===== src/design/lrx_defs.vh =====
// lrx_defs.vh: opcode fields, encodings and reset values of the literal/return executor
// assumes: included by design files by bare name
`ifndef LRX_DEFS_VH
`define LRX_DEFS_VH
// ==========================================
// opcode fields
`define LRX_OP_W 12
`define LRX_DATA_W 8
`define LRX_PC_W 11
`define LRX_FADDR_W 5
`define LRX_TOP_HI 11
`define LRX_TOP_LO 8
`define LRX_STORE_HI 11
`define LRX_STORE_LO 5
// ==========================================
// encodings
`define LRX_TOP_LOAD_LIT 4'hC
`define LRX_TOP_RET_LIT 4'h8
`define LRX_STORE_PATTERN 7'h01
`define LRX_OPT_LOAD_OP 12'h002
`define LRX_IDLE_OP 12'h000
// ==========================================
// stack and reset values
`define LRX_STACK_DEPTH 2
`define LRX_ACC_RST 8'h00
`define LRX_OPT_RST 8'hFF
`define LRX_PC_RST 11'h7FF
`endif


===== src/design/lrx_exec.v =====
// lrx_exec.v: decode and execute of store, load literal, idle, option load, return literal
// assumes: one opcode per enabled instruction cycle, stack pushed by the call logic outside
`timescale 1ns/1ps
`include "lrx_defs.vh"
module lrx_exec (
  input wire CLK_SYS,
  input wire RST_N,
  input wire INSTR_EN,
  input wire [`LRX_OP_W-1:0] OPCODE,
  input wire CALL_PUSH,
  input wire [`LRX_PC_W-1:0] CALL_ADDR,
  input wire [`LRX_PC_W-1:0] PC_IN,
  output reg [`LRX_DATA_W-1:0] ACC,
  output reg [`LRX_DATA_W-1:0] OPTION_REG,
  output reg FILE_WE,
  output reg [`LRX_FADDR_W-1:0] FILE_ADDR,
  output reg [`LRX_DATA_W-1:0] FILE_WDATA,
  output reg PC_LOAD,
  output reg [`LRX_PC_W-1:0] PC_NEW,
  output reg FLUSH,
  output reg [2:0] STATE
);
  localparam ST_RUN = 3'b001;
  localparam ST_POP = 3'b010;
  localparam ST_FLUSH = 3'b100;
  // ==========================================
  // opcode classes
  function is_literal_load;
    input [`LRX_OP_W-1:0] op;
    begin
      is_literal_load = (op[`LRX_TOP_HI:`LRX_TOP_LO] == `LRX_TOP_LOAD_LIT) ||
                        (op[`LRX_TOP_HI:`LRX_TOP_LO] == `LRX_TOP_RET_LIT);
    end
  endfunction
  wire load_literal_instr = INSTR_EN &&
    (OPCODE[`LRX_TOP_HI:`LRX_TOP_LO] == `LRX_TOP_LOAD_LIT);
  wire return_literal_instr = INSTR_EN &&
    (OPCODE[`LRX_TOP_HI:`LRX_TOP_LO] == `LRX_TOP_RET_LIT);
  wire store_acc_to_file_instr = INSTR_EN &&
    (OPCODE[`LRX_STORE_HI:`LRX_STORE_LO] == `LRX_STORE_PATTERN);
  wire option_instr = INSTR_EN && (OPCODE == `LRX_OPT_LOAD_OP);
  wire idle_instr = INSTR_EN && (OPCODE == `LRX_IDLE_OP);
  reg [2:0] state_r;
  reg [2:0] state_nxt;
  wire [`LRX_PC_W-1:0] stack_top_entry;
  wire running = (state_r == ST_RUN);
  // return taken: pop now, flushed cycle on next enabled cycle
  wire pop_now = running && return_literal_instr;
  wire flush_now = (state_r == ST_POP) && INSTR_EN;
  // address popped, held for the flushed cycle
  reg [`LRX_PC_W-1:0] ret_addr_r;
  reg file_we_nxt;
  reg [`LRX_FADDR_W-1:0] file_addr_nxt;
  reg [`LRX_DATA_W-1:0] file_wdata_nxt;
  // ==========================================
  // return stack
  lrx_ret_stack u_stack (
    .clk(CLK_SYS),
    .rst_n(RST_N),
    .push(CALL_PUSH),
    .push_addr(CALL_ADDR),
    .pop(pop_now),
    .stack_top_entry(stack_top_entry)
  );
  // ==========================================
  // sequencer
  always @* begin
    state_nxt = state_r;
    case (state_r)
      ST_RUN: begin
        if (return_literal_instr) begin
          state_nxt = ST_POP;
        end
      end
      ST_POP: begin
        if (INSTR_EN) begin
          state_nxt = ST_RUN;
        end
      end
      default: begin
        state_nxt = ST_RUN;
      end
    endcase
  end
  // ==========================================
  // state register
  always @(posedge CLK_SYS or negedge RST_N) begin
    if (!RST_N) begin
      state_r <= ST_RUN;
      STATE <= ST_RUN;
    end else begin
      state_r <= state_nxt;
      STATE <= state_nxt;
    end
  end
  // ==========================================
  // accumulator
  always @(posedge CLK_SYS or negedge RST_N) begin
    if (!RST_N) begin
      ACC <= `LRX_ACC_RST;
    end else if (running && INSTR_EN && is_literal_load(OPCODE)) begin
      // status flags untouched
      ACC <= OPCODE[`LRX_DATA_W-1:0];
    end
  end
  // ==========================================
  // option register
  always @(posedge CLK_SYS or negedge RST_N) begin
    if (!RST_N) begin
      OPTION_REG <= `LRX_OPT_RST;
    end else if (running && option_instr) begin
      OPTION_REG <= ACC;
    end
  end
  // ==========================================
  // file write port, next values
  always @* begin
    file_we_nxt = 1'b0;
    file_addr_nxt = FILE_ADDR;
    file_wdata_nxt = FILE_WDATA;
    if (running && store_acc_to_file_instr) begin
      file_we_nxt = 1'b1;
      file_addr_nxt = OPCODE[`LRX_FADDR_W-1:0];
      file_wdata_nxt = ACC;
    end
  end
  // ==========================================
  // file write port registers
  always @(posedge CLK_SYS or negedge RST_N) begin
    if (!RST_N) begin
      FILE_WE <= 1'b0;
      FILE_ADDR <= {`LRX_FADDR_W{1'b0}};
      FILE_WDATA <= `LRX_ACC_RST;
    end else begin
      FILE_WE <= file_we_nxt;
      FILE_ADDR <= file_addr_nxt;
      FILE_WDATA <= file_wdata_nxt;
    end
  end
  // ==========================================
  // return address capture
  // stack top still shows the old entry at the pop edge
  always @(posedge CLK_SYS or negedge RST_N) begin
    if (!RST_N) begin
      ret_addr_r <= {`LRX_PC_W{1'b0}};
    end else if (pop_now) begin
      ret_addr_r <= stack_top_entry;
    end
  end
  // ==========================================
  // program counter load and flush
  always @(posedge CLK_SYS or negedge RST_N) begin
    if (!RST_N) begin
      PC_LOAD <= 1'b0;
      PC_NEW <= `LRX_PC_RST;
      FLUSH <= 1'b0;
    end else begin
      // only on the enabled flushed cycle, one pulse
      PC_LOAD <= flush_now;
      FLUSH <= flush_now;
      if (flush_now) begin
        PC_NEW <= ret_addr_r;
      end else if (running && idle_instr) begin
        PC_NEW <= PC_IN;
      end
    end
  end
endmodule // lrx_exec


===== src/design/lrx_ret_stack.v =====
// lrx_ret_stack.v: two-entry hardware return stack, registered top read
// assumes: one clock, push and pop never in the same cycle
`timescale 1ns/1ps
`include "lrx_defs.vh"
module lrx_ret_stack (
  input wire clk,
  input wire rst_n,
  input wire push,
  input wire [`LRX_PC_W-1:0] push_addr,
  input wire pop,
  output reg [`LRX_PC_W-1:0] stack_top_entry
);
  reg [`LRX_PC_W-1:0] entry_r [0:`LRX_STACK_DEPTH-1];
  integer i;
  // ==========================================
  // shift stack
  always @(posedge clk or negedge rst_n) begin
    if (!rst_n) begin
      for (i = 0; i < `LRX_STACK_DEPTH; i = i + 1) begin
        entry_r[i] <= {`LRX_PC_W{1'b0}};
      end
      stack_top_entry <= {`LRX_PC_W{1'b0}};
    end else if (push) begin
      entry_r[0] <= push_addr;
      entry_r[1] <= entry_r[0];
      stack_top_entry <= push_addr;
    end else if (pop) begin
      // bottom entry repeats when popped past
      entry_r[0] <= entry_r[1];
      stack_top_entry <= entry_r[1];
    end
  end
endmodule // lrx_ret_stack


===== config.mk =====
export PLATFORM = sky130hd
export DESIGN_NAME = lrx_exec
export DESIGN_NICKNAME = d
export VERILOG_FILES = /design/src/design/lrx_exec.v /design/src/design/lrx_ret_stack.v
export VERILOG_INCLUDE_DIRS = /design/src /design/src/design
export SDC_FILE = /design/constraint.sdc
export NUM_CORES = 1
export LEC_CHECK = 0
export ABC_AREA = 1
export BUFFER_PORTS_ARGS = -buffer_cell sky130_fd_sc_hd__buf_2
export CAP_MARGIN = 40
export CORE_UTILIZATION = 35
export CTS_CLUSTER_SIZE = 14
export DETAILED_ROUTE_END_ITERATION = 12
export GPL_ROUTABILITY_DRIVEN = 1
export GPL_TIMING_DRIVEN = 0
export PLACE_DENSITY = 0.55
export SKIP_CTS_REPAIR_TIMING = 1
export SYNTH_ARGS = -nofsm -noshare
export SYNTH_HDL_FRONTEND = slang
export SYNTH_HIERARCHICAL = 1
export SYNTH_SLANG_ARGS = --single-unit

===== constraint.sdc =====
create_clock -name CLK_SYS -period 4.6 [get_ports CLK_SYS]
set_input_delay 1.15 -clock CLK_SYS [delete_from_list [all_inputs] [get_ports CLK_SYS]]
set_output_delay 1.15 -clock CLK_SYS [all_outputs]
set_load 0.05 [all_outputs]

# Word level (Yosys, flattened, before mapping)
# Index checks and enable logic that the tools add are counted.
# word_totals
ff_bits,78
out_inout_bits,46
# op_classes
n_eq_ne,8
n_mux,8
reduce_logical,16
# op_table
cell,n
11-bit two-way mux,4
"12-bit by 2-bit == test with 1-bit output, second input constant",1
12-bit zero test,1
1-bit logical AND,11
"4-bit == test, second input constant",2
"7-bit by 1-bit == test with 1-bit output, second input constant",1
3-bit two-way mux,2
3-bit case mux with 2 select lines,1
"2-bit != test, second input constant",2
2-bit nonzero test,2
"3-bit by 1-bit == test with 1-bit output, second input constant",1
"3-bit by 2-bit == test with 1-bit output, second input constant",1
2-bit AND reduction,1
1-bit logical OR,1
1-bit two-way mux,1

# Logic depth before layout (Yosys ltp)
# depth
ltp_word,5
depth_mapped,8

# Modules after synthesis
# The synthesis kept the hierarchy.
# modules_own_cells
mod,instances,cells_per_inst,area_each_um2
lrx_exec,1,263,2329.7
lrx_ret_stack,1,118,989.7

# Worst setup path before layout
# No wires, ideal clock.
# synth_timing
kind,input -> register
start,in OPCODE[8]
end,reg u_stack/entry_r[20] (netlist name)
arrival_time_ns,2.019
t_required_ns,4.476
path_slack_ns,2.457
stages,8
path_buffers,2
cell_sequence,nor2_1 nand2_1 nor3_2 buf_2 nor2_1 buf_4 nand2_1 nand3_1
# synth_via
elab_chain_len,4
# synth_lines
item,line,text
"start, declared",lrx_exec.v:9,"input wire [`LRX_OP_W-1:0] OPCODE,"
4-bit == test (no source line),--,
1-bit logical AND,lrx_exec.v:37,wire return_literal_instr = INSTR_EN &&
1-bit logical AND,lrx_exec.v:48,wire pop_now = running && return_literal_instr;
via pop_now,lrx_exec.v:48,
2-bit nonzero test (no source line),--,
"end signal, assigned by index",lrx_ret_stack.v:20,entry_r[i] <= {`LRX_PC_W{1'b0}};
"end, declared",lrx_ret_stack.v:13,reg [`LRX_PC_W-1:0] entry_r [0:`LRX_STACK_DEPTH-1];
# The timed path passes the listed nets, and every way through them passes these cells.
# A chain may end at the register's enable or synchronous reset.

==> results.cfg <==
[run_status]
status = complete, no violations

[synth]
syn_inst = 381
synth-xor-area-share_pct = 0
synthMuxAreaShare_pct = 0
yosysTopAreaCellShare_pct = 43.0
yosys.area_share.adder_pct = 0
synth-compound-area-share_pct = 6.56
netlist_area_mm2 = 0.00332
ys_top_cells_by_area = dfrtp_1 43%, nand2_1 18%, dfstp_2 16%
synth_top_family_by_area = simple AND/OR/NAND/NOR gates
syn_nets = 419
synth.distinct_cells = 21
synthSimpleGateAreaFrac_pct = 26.1
seq_area_frac_synth_pct = 58.8
postSynthAreaPerCell_um2 = 8.71
synth-warning-count = 6
ys_ff_latch = 77
synth_top_cell_by_area = dfrtp_1

[pwr]
power.leakage_nw = 2.20
ir_drop_mv = 0.144
p_per_area_mw_per_mm2 = 385

[timing]
slew_violations = 0
setup_viol = 0
period_share_pct = 50.7
fin_crit_ps = 2330
max_freq_mhz = 429
rsz0062_at_grt = no
holdWs_ps = 482
fin_ws_ps = 2270
hold_violations = 0
finalSetupTns_ps = 0
skew_ps = 13.6

[placed_design]
hpwl_um = 5620
gp_congestion = 0.817
portBuffers = 82
dp_slack_ps = 1990

[routing]
vias = 2716
drc = 0
first_pass_iters = 4
initialDrtViolationCount = 79
ant_nets = 0
vias_per_cell = 4.60
wl_per_cell_um = 13.1
drt-total-wl_um = 7770

[die]
die_area_mm2 = 0.00988
io_pins = 84
coreArea_mm2 = 0.00920
fp-row-count = 35
die-width_um = 99.4
die_h_um = 99.4
initial_utilization_pct = 36.1

[clocking]
clkTransAtPathRegs_ps = 90
cts_tree = built
cts_num_sinks = 77
cts-buffers-inserted = 9
clk_latency_ps = 360
h-tree-depth = 3
cts_root_buffer = clkbuf_8
cts.path.max_buffers = 2

[worst_setup_path]
cp-start-kind = flip-flop
critPathKind = flip-flop to output port
path_cells = buf_2
crit_slowest_cell = dfstp_2
r2r_cells = 6
worstPathMaxFanout = 4
r2r_setup_slack_ps = 2810
end_kind = output port
cp_num_buf_inv = 1
r2r-start = state_r[0]
path_delay_family = flip-flops
rr_endpoint = u_stack/entry_r[12]
arrival_ps = 1180
cpPeakStageDelay_ps = 560
worstPathRequired_ps = 3450
path_depth = 1

[global_routing]
grt_pass1_wl_um = 13000
antenna_found_initial = 0
grt_max_degree = 53
gr-total-overflow = 0
grt_pass1_vias = 2641
grtUsageTotal_pct = 17.2

[finish]
layout_common_cells = 159 x nand2_1, 95 x buf_2, 57 x dfrtp_1, 35 x nand3_1, 30 x o21ai_0
utilization_pct = 44.4
antenna_cells = 0
syn_to_final_growth_pct = 23.1
fin_nets = 513
drive_gt1_share_pct = 33.5
final_common_cell = nand2_1

[hold_path]
hold_path_depth = 2
hold_start = u_stack/entry_r[8]
min_to = u_stack/entry_r[8]
hold_path_class = flip-flop to flip-flop

[run]
maxCapViolCount = 0
how the worst max path moves through the flow:
stage / start / endpoint / slack, ps
floorplan: OPCODE[8] / u_stack/entry_r[20] / 2460
finish: state_r[0] / STATE[0] / 2270
global placement: RST_N / FILE_ADDR[4] / 1820
CTS: state_r[0] / STATE[0] / 2250
detailed placement: OPCODE[8] / u_stack/entry_r[19] / 1990
global route: state_r[0] / STATE[0] / 2220
synthesized netlist by cell type (all sizes together):
master  count
nand2     160
dfrtp      57
o21ai      39
nand3      36
buf        30
inv        23
dfstp      20
nor2       12
nor3        2
conb        1
nor3b       1
registers in the layout, indices dropped and copies added, names as in the netlist, 2 cells and up:
register,cells
ACC,8
FILE_ADDR,5
FILE_WDATA,8
OPTION_REG,8
PC_NEW,11
ret_addr_r,11
state_r,2
u_stack/entry_r,22
area by class of cell:
type | instances | area (um2)
fillers | 930 | 5110
flip-flops and latches | 77 | 1950
multi-input cells | 251 | 1090
repair buffers | 83 | 440
plain buffers | 30 | 194
clock buffers | 11 | 151
well taps | 111 | 139
inverters | 23 | 86.3
clock inverters | 5 | 35.0
per-layer routing:
| layer | routed length, um | vias up | global-route usage [%] | share of wire [%] |
|---|---|---|---|---|
| met2 | 3620 | 59 | 26.7 | 47 |
| met3 | 354 | 8 | 4.22 | 4.6 |
| met5 | 0 | - | 0 | 0 |
| li1 | - | 1372 | - | - |
| met4 | 90 | 0 | 5.77 | 1.2 |
| met1 | 3710 | 1277 | 23.8 | 48 |
report_power, final:
group | switching, mW | internal (mW)
clock network | 0.257 | 0.224
registers | 0.0368 | 0.755
logic | 0.217 | 0.0856
per-stage QoR:
| step | cells | instance area, um2 | total power [mW] |
|---|---|---|---|
| global placement | 574 | 3870 | 1.10 |
| floorplan | 381 | 3320 | 1.01 |
| global route | 591 | 4090 | 1.66 |
| detailed placement | 575 | 3900 | 1.11 |
| CTS | 591 | 4090 | 1.59 |
| finish | 591 | 4090 | 1.57 |
logic make-up (layout without fill, tap and decap cells):
kind of cell / after synthesis / count (layout)
and+or+nand+nor: 211 / 211
DFF: 77 / 77
buffers and inverters: 53 / 152
AOI/OAI and AO/OA: 39 / 39
other: 1 / 1
(Power assumes the default switching activity.)
